===== config.mk =====
export PLATFORM = sky130hd
export DESIGN_NAME = rgc_regs
export DESIGN_NICKNAME = d
export VERILOG_FILES = /design/src/inc/rgc_pkg.sv /design/src/design/rgc_regs.sv
export SDC_FILE = /design/constraint.sdc
export NUM_CORES = 1
export LEC_CHECK = 0
export BUFFER_PORTS_ARGS = -buffer_cell sky130_fd_sc_hd__buf_2
export CORE_MARGIN = 10
export CORE_UTILIZATION = 55
export CTS_CLUSTER_DIAMETER = 150
export DETAILED_ROUTE_END_ITERATION = 16
export GPL_ROUTABILITY_DRIVEN = 0
export PLACE_DENSITY = 0.81
export SLEW_MARGIN = 20
export SYNTH_ARGS = -nofsm -noshare
export SYNTH_HDL_FRONTEND = slang
export SYNTH_SLANG_ARGS = --single-unit

===== constraint.sdc =====
create_clock -name pclk -period 2.2 [get_ports pclk]
set_input_delay 0 -clock pclk [delete_from_list [all_inputs] [get_ports pclk]]
set_output_delay 0 -clock pclk [all_outputs]
set_load 0.1 [all_outputs]

===== src/inc/rgc_pkg.sv =====
// Constants, field layouts and carrier types of the regulator control register bank.
// Assumes APB with 32-bit data; each register index sits at byte address index * 4.
package rgc_pkg;

  // Register indices; byte address is four times the index
  localparam logic [15:0] IDX_A_MISC = 16'h4068;
  localparam logic [15:0] IDX_A_ON = 16'h4069;
  localparam logic [15:0] IDX_A_SLEEP = 16'h406A;
  localparam logic [15:0] IDX_B_MISC = 16'h406B;
  localparam logic [15:0] IDX_B_ON = 16'h406C;
  localparam logic [15:0] IDX_B_SLEEP = 16'h406D;
  localparam logic [15:0] IDX_IRQ_STATUS = 16'h4070;
  localparam logic [15:0] IDX_IRQ_MASK = 16'h4071;
  localparam int ADDR_W_MIN = 18;

  // Decoded register selector
  localparam logic [3:0] SEL_MISC = 4'h0;
  localparam logic [3:0] SEL_ON = 4'h1;
  localparam logic [3:0] SEL_SLEEP = 4'h2;
  localparam logic [3:0] SEL_STATUS = 4'h6;
  localparam logic [3:0] SEL_MASK = 4'h7;
  localparam logic [3:0] SEL_NONE = 4'hF;

  // Misc control fields
  localparam int UV_ACT_HI = 15;
  localparam int UV_ACT_LO = 14;
  localparam int PC_SRC_HI = 12;
  localparam int PC_SRC_LO = 11;
  localparam int PC_VSEL_BIT = 10;
  localparam int PC_MODE_HI = 9;
  localparam int PC_MODE_LO = 8;
  localparam int FLOAT_BIT = 7;
  localparam int BYPASS_BIT = 6;
  localparam int LP_DEPTH_BIT = 0;

  // ON and SLEEP control fields
  localparam int SLOT_HI = 15;
  localparam int SLOT_LO = 13;
  localparam int MODE_BIT = 8;
  localparam int VCODE_HI = 4;
  localparam int VCODE_LO = 0;

  // Reset values and implemented-bit masks
  localparam logic [15:0] MISC_RESET = 16'h0200;
  localparam logic [15:0] ON_RESET = 16'h0000;
  localparam logic [15:0] SLEEP_RESET = 16'h0100;
  localparam logic [15:0] MISC_MASK = 16'hDFC1;
  localparam logic [15:0] SLOT_REG_MASK = 16'hE11F;

  // Field encodings
  localparam logic [2:0] SLOT_NEVER = 3'h0;
  localparam logic [2:0] SLOT_LAST = 3'h5;
  localparam logic [2:0] SLOT_PIN1 = 3'h6;
  localparam logic [2:0] SLOT_PIN2 = 3'h7;
  localparam logic [2:0] SLP_TS5 = 3'h0;
  localparam logic [2:0] SLP_TS3 = 3'h6;
  localparam logic [2:0] SLP_TS1 = 3'h7;
  localparam logic [2:0] TS1 = 3'h1;
  localparam logic [2:0] TS3 = 3'h3;
  localparam logic [2:0] TS5 = 3'h5;
  localparam logic [2:0] SLP_MIRROR = 3'h6;
  localparam logic [1:0] UV_IGNORE = 2'h0;
  localparam logic [1:0] UV_SHUT_REG = 2'h1;
  localparam logic [1:0] UV_SHUT_SYS = 2'h2;
  localparam logic [1:0] PC_OFF = 2'h0;
  localparam logic [1:0] PC_IN1 = 2'h1;
  localparam logic [1:0] PC_IN2 = 2'h2;
  localparam logic [1:0] PC_EITHER = 2'h3;
  localparam logic [1:0] PCM_TURN_OFF = 2'h1;
  localparam logic [1:0] PCM_ON_MODE = 2'h3;

  // Control outputs of one regulator toward the analog block and sequencer
  typedef struct packed {
    logic enable;
    logic [4:0] voltage_code;
    logic low_power;
    logic low_power_depth_sel;
    logic bypass_mode_sel;
    logic discharge;
  } rgc_out_t;

  // Synchronised pin group
  typedef struct packed {
    logic [1:0] undervoltage;
    logic [1:0] pin_control;
    logic [1:0] hw_enable;
  } rgc_pins_t;

endpackage


===== src/design/rgc_regs.sv =====
// Register bank and decoders controlling two linear regulators, reached over APB.
// Assumes sequencer strobes are on pclk; hardware pins and undervoltage are asynchronous.
//
// Register access over APB was decided locally.
`timescale 1ns/1ps

// Summary of operation
// - With the float bit clear a disabled regulator gets its output discharged, else it floats.
// - The low-power depth bit picks the 50mA or 20mA low-power variant wherever low power applies.
// - ON slot 000 never enables, 001-101 enable in timeslots 1-5, 110/111 follow enable pin 1/2.
// - The ON mode bit picks normal or low-power mode in the ON state and resets to 0.
// - ON voltage codes map 0.90V to 3.30V in 50mV then 100mV steps and reset to 00h.
// - SLEEP slot 000/110/111 move to SLEEP settings in timeslot 5/3/1, 001-101 disable.
// - For a pin-enabled regulator SLEEP codes 001-101 pick the timeslot of entering SLEEP.
// - The SLEEP mode bit picks normal or low-power mode for SLEEP and resets to 1.
// - The SLEEP voltage code uses the ON encoding and resets to zero.
// - Undervoltage action 00 ignores, 01 shuts a timeslot-enabled regulator (a pin-enabled one follows its pin), 10 resets the system, 11 reserved.
// - Every undervoltage event sets its status bit whatever action is selected; irq is raised only if its mask bit is set.
// - Pin-control source 00 off, 01 input 1, 10 input 2, 11 either input.
// - Under pin control the voltage-select bit picks the ON or the SLEEP voltage code.
// - Pin-control mode 00 and 10 select low power and 01 turns the regulator off.
// - Pin-control mode 11 uses the ON mode bit.
module rgc_regs #(
  parameter int ADDR_W = 18,
  parameter int NREG = 2
) (
  // APB
  input wire logic pclk,
  input wire logic presetn,
  input wire logic psel,
  input wire logic penable,
  input wire logic pwrite,
  input wire logic [ADDR_W-1:0] paddr,
  input wire logic [31:0] pwdata,
  input wire logic [3:0] pstrb,
  output logic [31:0] prdata,
  output logic pready,
  output logic pslverr,
  // Sequencer timeslot strobe, same clock
  input wire logic seq_slot_strobe,
  input wire logic [2:0] seq_slot,
  input wire logic seq_sleep,
  // Asynchronous pins
  input wire logic [1:0] hw_enable_pin,
  input wire logic [1:0] pin_control_pin,
  input wire logic [NREG-1:0] undervoltage_pin,
  // Regulator controls
  output rgc_pkg::rgc_out_t [NREG-1:0] reg_ctrl,
  output logic system_reset_req,
  output logic irq
);

  initial begin
    if (ADDR_W < rgc_pkg::ADDR_W_MIN || NREG != 2) begin
      $error("rgc_regs: ADDR_W must be at least 18 and NREG must be 2");
    end
  end

  typedef struct packed {
    logic [NREG-1:0][15:0] misc;
    logic [NREG-1:0][15:0] on;
    logic [NREG-1:0][15:0] slp;
    logic [NREG-1:0] en;
    logic [NREG-1:0] asleep;
    rgc_pkg::rgc_pins_t sync1;
    rgc_pkg::rgc_pins_t sync2;
    logic [NREG-1:0] uv_prev;
    logic [NREG-1:0] status;
    logic [NREG-1:0] mask;
    logic [31:0] prdata;
    logic pready;
    logic pslverr;
    rgc_pkg::rgc_out_t [NREG-1:0] out;
    logic sys_rst;
    logic irq;
  } rgc_state_t;

  rgc_state_t st_reg;
  rgc_state_t st_next;

  // Register selector: low three bits are the kind, bit 3 of the result picks regulator B
  function automatic logic [3:0] rgc_decode(input logic [ADDR_W-1:0] addr);
    logic [15:0] idx;
    idx = addr[17:2];
    if (addr[1:0] != 2'h0 || (ADDR_W > 18 && (addr >> 18) != '0)) begin
      rgc_decode = rgc_pkg::SEL_NONE;
    end else if (idx == rgc_pkg::IDX_A_MISC) begin
      rgc_decode = rgc_pkg::SEL_MISC;
    end else if (idx == rgc_pkg::IDX_A_ON) begin
      rgc_decode = rgc_pkg::SEL_ON;
    end else if (idx == rgc_pkg::IDX_A_SLEEP) begin
      rgc_decode = rgc_pkg::SEL_SLEEP;
    end else if (idx == rgc_pkg::IDX_B_MISC) begin
      rgc_decode = 4'h8 | rgc_pkg::SEL_MISC;
    end else if (idx == rgc_pkg::IDX_B_ON) begin
      rgc_decode = 4'h8 | rgc_pkg::SEL_ON;
    end else if (idx == rgc_pkg::IDX_B_SLEEP) begin
      rgc_decode = 4'h8 | rgc_pkg::SEL_SLEEP;
    end else if (idx == rgc_pkg::IDX_IRQ_STATUS) begin
      rgc_decode = rgc_pkg::SEL_STATUS;
    end else if (idx == rgc_pkg::IDX_IRQ_MASK) begin
      rgc_decode = rgc_pkg::SEL_MASK;
    end else begin
      rgc_decode = rgc_pkg::SEL_NONE;
    end
  endfunction

  // Byte-lane merge restricted to implemented bits
  function automatic logic [15:0] rgc_merge(input logic [15:0] old, input logic [31:0] wd,
                                            input logic [3:0] strb, input logic [15:0] msk);
    logic [15:0] lanes;
    lanes = {{8{strb[1]}}, {8{strb[0]}}};
    rgc_merge = ((old & ~lanes) | (wd[15:0] & lanes)) & msk;
  endfunction

  logic [3:0] sel;
  logic reg_b;
  logic [2:0] on_code;
  logic [2:0] slp_code;
  logic pin_assigned;
  logic pin_level;
  logic pc_active;
  logic [1:0] pc_mode;
  logic uv_event;
  logic [NREG-1:0] clr;
  logic [NREG-1:0] set;
  logic enabled;

  always_comb begin
    st_next = st_reg;
    sel = rgc_decode(paddr);
    reg_b = sel[3];
    on_code = 3'h0;
    slp_code = 3'h0;
    pin_assigned = 1'b0;
    pin_level = 1'b0;
    pc_active = 1'b0;
    pc_mode = 2'h0;
    uv_event = 1'b0;
    clr = '0;
    set = '0;
    enabled = 1'b0;

    st_next.sync1 = '{undervoltage: undervoltage_pin, pin_control: pin_control_pin,
                      hw_enable: hw_enable_pin};
    st_next.sync2 = st_reg.sync1;
    st_next.uv_prev = st_reg.sync2.undervoltage;
    st_next.sys_rst = 1'b0;

    // Zero-wait slave: ready is raised for the access phase following each setup
    st_next.pready = 1'b0;
    st_next.pslverr = 1'b0;
    st_next.prdata = 32'h0000_0000;
    if (psel && !penable) begin
      st_next.pready = 1'b1;
      if (sel == rgc_pkg::SEL_NONE) begin
        st_next.pslverr = 1'b1;
      end else if (!pwrite) begin
        case (sel[2:0])
          rgc_pkg::SEL_MISC[2:0]: st_next.prdata = {16'h0000, st_reg.misc[reg_b]};
          rgc_pkg::SEL_ON[2:0]: st_next.prdata = {16'h0000, st_reg.on[reg_b]};
          rgc_pkg::SEL_SLEEP[2:0]: st_next.prdata = {16'h0000, st_reg.slp[reg_b]};
          rgc_pkg::SEL_STATUS[2:0]: st_next.prdata = {30'h0000_0000, st_reg.status};
          rgc_pkg::SEL_MASK[2:0]: st_next.prdata = {30'h0000_0000, st_reg.mask};
          default: st_next.prdata = 32'h0000_0000;
        endcase
      end
    end

    if (psel && penable && st_reg.pready && pwrite && sel != rgc_pkg::SEL_NONE) begin
      case (sel[2:0])
        rgc_pkg::SEL_MISC[2:0]: begin
          st_next.misc[reg_b] = rgc_merge(st_reg.misc[reg_b], pwdata, pstrb,
                                          rgc_pkg::MISC_MASK);
        end
        rgc_pkg::SEL_ON[2:0]: begin
          st_next.on[reg_b] = rgc_merge(st_reg.on[reg_b], pwdata, pstrb,
                                        rgc_pkg::SLOT_REG_MASK);
        end
        rgc_pkg::SEL_SLEEP[2:0]: begin
          st_next.slp[reg_b] = rgc_merge(st_reg.slp[reg_b], pwdata, pstrb,
                                         rgc_pkg::SLOT_REG_MASK);
        end
        rgc_pkg::SEL_STATUS[2:0]: begin
          if (pstrb[0]) begin
            clr = pwdata[NREG-1:0];
          end
        end
        rgc_pkg::SEL_MASK[2:0]: begin
          if (pstrb[0]) begin
            st_next.mask = pwdata[NREG-1:0];
          end
        end
        default: begin
        end
      endcase
    end

    for (int i = 0; i < NREG; i++) begin
      on_code = st_reg.on[i][rgc_pkg::SLOT_HI:rgc_pkg::SLOT_LO];
      slp_code = st_reg.slp[i][rgc_pkg::SLOT_HI:rgc_pkg::SLOT_LO];
      pin_assigned = (on_code == rgc_pkg::SLOT_PIN1) || (on_code == rgc_pkg::SLOT_PIN2);
      pin_level = (on_code == rgc_pkg::SLOT_PIN1) ? st_reg.sync2.hw_enable[0]
                                                  : st_reg.sync2.hw_enable[1];

      // Timeslot sequencing
      if (seq_slot_strobe && !seq_sleep) begin
        if (on_code != rgc_pkg::SLOT_NEVER && on_code <= rgc_pkg::SLOT_LAST &&
            seq_slot == on_code) begin
          st_next.en[i] = 1'b1;
          st_next.asleep[i] = 1'b0;
        end else if (pin_assigned && seq_slot == rgc_pkg::TS1) begin
          st_next.asleep[i] = 1'b0;
        end
      end else if (seq_slot_strobe && seq_sleep) begin
        if (slp_code != rgc_pkg::SLP_TS5 && slp_code <= rgc_pkg::SLOT_LAST) begin
          // Code n acts in timeslot 6-n, so 100 is slot 2 and 101 is slot 1
          if (seq_slot == rgc_pkg::SLP_MIRROR - slp_code) begin
            if (pin_assigned) begin
              st_next.asleep[i] = 1'b1;
            end else begin
              st_next.en[i] = 1'b0;
            end
          end
        end else if ((slp_code == rgc_pkg::SLP_TS5 && seq_slot == rgc_pkg::TS5) ||
                     (slp_code == rgc_pkg::SLP_TS3 && seq_slot == rgc_pkg::TS3) ||
                     (slp_code == rgc_pkg::SLP_TS1 && seq_slot == rgc_pkg::TS1)) begin
          st_next.asleep[i] = 1'b1;
        end
      end

      // Undervoltage: rising edge of the synchronised flag
      uv_event = st_reg.sync2.undervoltage[i] && !st_reg.uv_prev[i];
      if (uv_event) begin
        set[i] = 1'b1;
        case (st_reg.misc[i][rgc_pkg::UV_ACT_HI:rgc_pkg::UV_ACT_LO])
          rgc_pkg::UV_SHUT_REG: st_next.en[i] = 1'b0;
          rgc_pkg::UV_SHUT_SYS: st_next.sys_rst = 1'b1;
          default: begin
          end
        endcase
      end

      // Pin-control source
      case (st_reg.misc[i][rgc_pkg::PC_SRC_HI:rgc_pkg::PC_SRC_LO])
        rgc_pkg::PC_IN1: pc_active = st_reg.sync2.pin_control[0];
        rgc_pkg::PC_IN2: pc_active = st_reg.sync2.pin_control[1];
        rgc_pkg::PC_EITHER: pc_active = |st_reg.sync2.pin_control;
        default: pc_active = 1'b0;
      endcase
      pc_mode = st_reg.misc[i][rgc_pkg::PC_MODE_HI:rgc_pkg::PC_MODE_LO];

      // A pin-enabled regulator follows its pin; an undervoltage shutdown does not latch it off
      enabled = pin_assigned ? pin_level : st_reg.en[i];
      if (pc_active) begin
        st_next.out[i].voltage_code = st_reg.misc[i][rgc_pkg::PC_VSEL_BIT]
            ? st_reg.slp[i][rgc_pkg::VCODE_HI:rgc_pkg::VCODE_LO]
            : st_reg.on[i][rgc_pkg::VCODE_HI:rgc_pkg::VCODE_LO];
        if (pc_mode == rgc_pkg::PCM_TURN_OFF) begin
          enabled = 1'b0;
        end
        st_next.out[i].low_power = (pc_mode == rgc_pkg::PCM_ON_MODE)
            ? st_reg.on[i][rgc_pkg::MODE_BIT] : 1'b1;
      end else if (st_reg.asleep[i]) begin
        st_next.out[i].voltage_code = st_reg.slp[i][rgc_pkg::VCODE_HI:rgc_pkg::VCODE_LO];
        st_next.out[i].low_power = st_reg.slp[i][rgc_pkg::MODE_BIT];
      end else begin
        st_next.out[i].voltage_code = st_reg.on[i][rgc_pkg::VCODE_HI:rgc_pkg::VCODE_LO];
        st_next.out[i].low_power = st_reg.on[i][rgc_pkg::MODE_BIT];
      end
      st_next.out[i].enable = enabled;
      st_next.out[i].low_power_depth_sel = st_reg.misc[i][rgc_pkg::LP_DEPTH_BIT];
      st_next.out[i].bypass_mode_sel = st_reg.misc[i][rgc_pkg::BYPASS_BIT];
      st_next.out[i].discharge = !enabled && !st_reg.misc[i][rgc_pkg::FLOAT_BIT];
    end

    // A new event in the clearing cycle keeps its bit
    st_next.status = (st_reg.status & ~clr) | set;
    st_next.irq = |(st_next.status & st_next.mask);
  end

  always_ff @(posedge pclk or negedge presetn) begin
    if (!presetn) begin
      st_reg <= '0;
      for (int i = 0; i < NREG; i++) begin
        st_reg.misc[i] <= rgc_pkg::MISC_RESET;
        st_reg.on[i] <= rgc_pkg::ON_RESET;
        st_reg.slp[i] <= rgc_pkg::SLEEP_RESET;
        st_reg.out[i].discharge <= 1'b1;
      end
    end else begin
      st_reg <= st_next;
    end
  end

  assign prdata = st_reg.prdata;
  assign pready = st_reg.pready;
  assign pslverr = st_reg.pslverr;
  assign reg_ctrl = st_reg.out;
  assign system_reset_req = st_reg.sys_rst;
  assign irq = st_reg.irq;

endmodule


Word level (Yosys, flattened, before mapping) --
Index checks and enable logic that the tools add are counted.
Storage, ports and cells: register bits after elaboration 174, bits of input ports 70, output and inout bits 56, word-level logic and storage cells 249
Cells by class: add/subtract/negate cells 2, $lt $le $gt $ge 6, equal/unequal tests 49, muxes and demuxes 87, bitwise gates (word level) 12, reductions and logical operators 58
Operator list (count):
- 16-bit 2-to-1 mux | 9
- 16-bit by 15-bit equality test with 1-bit output, second input constant | 8
- 32-bit bitwise mux | 3
- 16-bit one-hot mux with 5 select lines | 1
- 16-bit bitwise AND | 4
- 1-bit 2-to-1 mux | 49
- 16-bit OR | 3
- 4-bit 2-to-1 mux | 9
- 3-bit equality test, second input constant | 11
- 1-bit logical AND | 26
- 6-bit 2-to-1 mux | 4
- 18-bit 2-to-1 mux | 1
- 3-bit nonzero test | 6
- 16-bit demux with 1-bit select | 1
- 2-bit equality test, second input constant | 8
- 16-bit NOT | 1
- 2-bit by 1-bit equality test with 1-bit output, second input constant | 6
- 3-bit equality test | 4
- 3-bit less-or-equal comparator, second input constant | 4
- 2-bit 2-to-1 mux | 6
- 5-bit 2-to-1 mux | 2
- 5-bit AND reduction | 2
- 3-bit zero test | 3
- 1-bit zero test | 8
- other kinds (18) | 35

Depth between registers and ports, before layout --
word-level depth 18, depth in mapped cells 8, depth with buffers taken out 8

Worst setup path after synthesis --
Ideal clock, no wire load.
path kind register -> register, start register st_reg (netlist bit pready), end register st_reg[126] (netlist name), setup time 125 ps, arrival time 2209 ps, data required time 2075 ps, path slack -134 ps, stages on the path, launching flop included 7, buffers on the path 2, period minus slack after synthesis 2334 ps, cell sequence dfrtp_1 -> and4_1 -> and2_0 -> clkbuf_1 -> and3_1 -> buf_2 -> mux2_2
Between the ends: cells in the longest elaborated chain, start to end 4
RTL lines:
- start, declared | RTL line rgc_regs.sv:78 | rgc_state_t st_reg;
- start signal, assigned | RTL line rgc_regs.sv:292 | st_reg <= st_next;
- 1-bit logical AND (3 in series) | RTL line rgc_regs.sv:170 | if (psel && penable && st_reg.pready && pwrite && sel != rgc_pkg::SEL_NONE) begin
- 2-bit AND reduction (no source line)
Every way passes these cells. A chain may end at the register's enable or synchronous reset.

Worst setup path in the final report --
start input port paddr[5], end register st_reg[173] (netlist name)
Between the ends: cells in the longest elaborated chain, start to end 15, elaborated cells on any way between the ends 31, classes of those cells 2 x order compare; 9 x eq/ne; 14 x mux; 2 x bitwise; 4 x reduce/logical
RTL lines:
- start, declared | RTL line rgc_regs.sv:33 | input wire logic [ADDR_W-1:0] paddr,
- 16-bit by 15-bit equality test with 1-bit output | RTL line rgc_regs.sv:101 | end else if (idx == rgc_pkg::IDX_IRQ_MASK) begin
- 4-bit 2-to-1 mux | RTL line rgc_regs.sv:101
- 4-bit 2-to-1 mux | RTL line rgc_regs.sv:99 | end else if (idx == rgc_pkg::IDX_IRQ_STATUS) begin
- 4-bit 2-to-1 mux | RTL line rgc_regs.sv:97 | end else if (idx == rgc_pkg::IDX_B_SLEEP) begin
- 4-bit 2-to-1 mux | RTL line rgc_regs.sv:95 | end else if (idx == rgc_pkg::IDX_B_ON) begin
- 4-bit 2-to-1 mux | RTL line rgc_regs.sv:93 | end else if (idx == rgc_pkg::IDX_B_MISC) begin
- 4-bit 2-to-1 mux | RTL line rgc_regs.sv:91 | end else if (idx == rgc_pkg::IDX_A_SLEEP) begin
- 4-bit 2-to-1 mux | RTL line rgc_regs.sv:89 | end else if (idx == rgc_pkg::IDX_A_ON) begin
- 4-bit 2-to-1 mux (*) | RTL line rgc_regs.sv:87 | end else if (idx == rgc_pkg::IDX_A_MISC) begin
- 4-bit 2-to-1 mux (*) | RTL line rgc_regs.sv:85 | if (addr[1:0] != 2'h0 || (ADDR_W > 18 && (addr >> 18) != '0)) begin
- 1-bit by 2-bit < comparator with 1-bit output (implied by the code), or another cell as far along | RTL line rgc_regs.sv:173 | st_next.misc[reg_b] = rgc_merge(st_reg.misc[reg_b], pwdata, pstrb,
- 1-bit logical AND (implied by the code) / 16-bit 2-to-1 mux (equally long branches) | RTL line rgc_regs.sv:173
- 16-bit 2-to-1 mux (implied by the code) / 16-bit bitwise AND (equally long branches) | RTL line rgc_regs.sv:173, rgc_regs.sv:113
- 16-bit demux with 1-bit select / 16-bit OR (equally long branches) | RTL line rgc_regs.sv:173, rgc_regs.sv:113
- 32-bit bitwise mux | RTL line rgc_regs.sv:173
Mark *: on every way between the ends. The rest lies on a longest branch, timed or not. The select of a mux whose other input is x is not followed.

==> summary.txt <==
Outcome
  • Outcome: complete, no violations

Global routing
  • Initial antenna violation count: 0
  • GRT Total Usage: 0.191
  • Vias in the first global route: 4195
  • First-pass GRT wire length: 22.1 mm
  • Total grt overflow: 0
  • Largest net degree at the start of global routing: 51

Critical path
  • Critical Path Max Stage Delay: 0.55 ns
  • Critical Path Sink Type: register
  • Critical-path maximum fanout: 5
  • WP depth: 9
  • Worst path slowest cell: dlygate4sd3_1
  • Critical path class: input pin to register
  • Worst path bufs/invs: 3
  • Worst Path Required: 2.61 ns
  • CP Launch Type: input pin
  • CP top delay family: simple AND/OR/NAND/NOR gates
  • Cell Chain, Critical Path: dlygate4sd3_1, buf_2, or4b_4, o2bb2ai_1, nand2_1, nor2_2, and3_1, buf_4, mux2_2
  • Cells on worst reg2reg path: 4
  • Critical Path AT: 2.50 ns

Layout
  • Area Overhead vs Synth: 22.6%
  • Most frequent cells in the layout: dfrtp_1, buf_2, mux2_2
  • Fraction of layout cells with a size suffix above 1: 0.372
  • Max reg flops: 58
  • Most common cell after layout, fill and taps aside: dfrtp_1
  • Nets@finish: 667
  • Ant diodes: 0
  • Non-Filler Instances: 736

Die
  • Row count: 37
  • Die H: 122 µm
  • Chip Width: 122 µm
  • Io pins: 126
  • Core area: 10300 µm²
  • Initial core utilization: 0.560
  • Die area: 15000 µm²

Route
  • Antenna viol nets, final: 0
  • Via density: 5.57
  • Via Count: 4100
  • DRC viols: 0
  • Routed wire length per instance: 19.2 µm
  • Final WL: 14.2 mm
  • DRT Pass-1 Iters: 5
  • Initial DRC count: 429

Yosys
  • Syn. warnings: 0
  • Avg Cell Area, Syn: 12.0 µm²
  • Async S/R FF share, synth: 1.00
  • Yosys top cell area share: 0.482
  • Compound-cell area share of the yosys netlist: 0.0713
  • Yosys cell types: 58
  • Synthesized instance count: 481
  • Sequential share of the synthesized area: 0.510
  • Synth Area in Simple Gates: 0.110
  • Synth Area in XOR/XNOR: 0.0137
  • Post-Synth Adder-Cell Area: 0.0217
  • Synth top area cells: dfrtp_1, mux2_2, buf_4
  • Synth Flop Type: dfrtp_1
  • Combinational family with the most area after synthesis: multiplexers
  • Cell area after synthesis: 5760 µm²
  • Post-synth EDFFs: 0
  • Post-synth top area cell: dfrtp_1
  • FF+latch count, synth: 117
  • Mux cell area share after synthesis: 0.185

Timing
  • Rel. slew slack: 0.581
  • Fin. max-slew vios: 0
  • Final min period: 2.09 ns
  • Unrepaired setup endpoints after global routing: no
  • Period utilization: 0.950
  • TNS Setup: 0 ns
  • Slew @ Worst Pin: 0.628 ns
  • Fmax: 0.478 GHz
  • Final hold vios: 0
  • Max Clock Skew: 0.00593 ns
  • # setup viols final: 0

Place
  • Cells after DPL: 675
  • Final HPWL DP: 9.75 mm
  • Port Buffers: 89

Clock network
  • Root Buffer: clkbuf_8
  • Post CTS Setup Buffer Count: 0
  • Worst skew pair latency: 0.53 ns
  • TritonCTS clock tree: built
  • Clk slew on worst S/H paths: 0.06 ns
  • CTS Sinks: 117
  • H-tree Lvls: 4
  • CTS max path bufs: 2
  • CTS Buf Count: 17

Min path
  • Worst hold-check path type: input pin to asynchronous set/reset pin

Power and ir drop
  • Worst vdd ir: 0.000423 V
  • Power Density: 788 nW/µm²
  • Clock share of power: 0.533
  • Comb power frac: 0.073
  • Reg power frac: 0.394
  • Leakage: 3.39 nW
  • Sw Share: 0.230
  • P_sw: 1.28 mW
  • Internal power: 4.28 mW

Run
  • Max-cap viol count: 0
[repair_timing]
action / in CTS / in global routing
endpoints found under the hold margin: 168 / 0
hold buffers: 29 / 0
setup endpoints to repair: 0 / 20
resized for setup: 0 / 3
[cells in the mapped netlist, drive strengths merged (2+ instances only)]
cell type,count
nand4,3
nor3b,6
a22oi,3
o22a,8
nor3,10
nor2b,4
nand2b,4
o21bai,2
xnor2,5
mux2,67
a21boi,2
nor4bb,2
o22ai,3
and2,2
and3,6
clkbuf,7
or4b,2
nand2,26
mux2i,31
dfstp,6
ha,10
a41oi,2
o21ai,9
inv,13
dfrtp,111
a21oi,13
o31a,2
and3b,2
a31oi,4
nand3,11
buf,58
and4,2
xor2,4
nand3b,2
o32ai,3
nor2,18
or2,4
a22o,2
[cell families after synthesis]
family          count (synthesis)
compound gates                 59
other cells                     1
buf+inv                        78
flops                         117
mux                            98
simple gates                  109
xor+xnor                        9
fa+ha+maj                      10
[power by group through the flow]
| stage | clock (mW) | combinational, mW | sequential (mW) |
|---|---|---|---|
| 3_3_place_gp | 0 | 0.357 | 2.23 |
| 6_report | 2.97 | 0.407 | 2.19 |
| 3_5_place_dp | 0 | 0.364 | 2.23 |
| 4_1_cts | 2.99 | 0.406 | 2.19 |
| 5_1_grt | 3.10 | 0.433 | 2.19 |
| 2_1_floorplan | 0 | 0.230 | 2.24 |
[path summary, 6_finish.rpt]
path | to | from | slack [ns]
min | reg_ctrl[16] | presetn | 0.03
max | st_reg[173] | paddr[5] | 0.11
min in group pclk | st_reg[74] | seq_slot[0] | 0.03
max in group asynchronous | reg_ctrl[10] | presetn | 1.40
min reg2reg | st_reg[64] | st_next[64] | 0.35
max reg2reg | st_reg[82] | pready | 0.21
[area by class of cell]
type	count	area [µm²]
fill	728	3220
tap	136	170
clock buffer	20	435
multi-input combinational	302	2380
inverter	13	48.8
clock inverter	12	204
timing repair buffer	136	886
sequential	117	2940
[worst reg2reg max path: stages (launching register included)]
cell	delay, ns
dfrtp_2	0.38
and4_1	0.27
and2_0	0.38
nand3_1	0.43
mux2_2	0.41
[layer usage]
layer,track usage,part of all wire,wire [µm],vias up
met1,0.228,0.40,5670,2019
met4,0.0876,0.028,396,0
met3,0.0601,0.088,1240,35
li1,-,-,-,1850
met5,0,0,0,-
met2,0.310,0.48,6850,196
[per-stage QoR]
stage / setup slack (ns) / utilization / cell area, µm² / power (mW) / hold WS, ns
2_1_floorplan: 0.150 / - / 5820 / 2.47 / -0.296
3_3_place_gp: 0.0760 / 0.596 / 6120 / 2.58 / 0.0476
3_5_place_dp: -0.0173 / 0.596 / 6120 / 2.59 / 0.0634
4_1_cts: 0.0306 / 0.686 / 7050 / 5.58 / 0.0192
5_1_grt: 0.0305 / 0.687 / 7060 / 5.72 / 0.0485
6_report: 0.110 / 0.687 / 7060 / 5.56 / 0.0302
No activity file was read; power rests on OpenSTA's default activity.
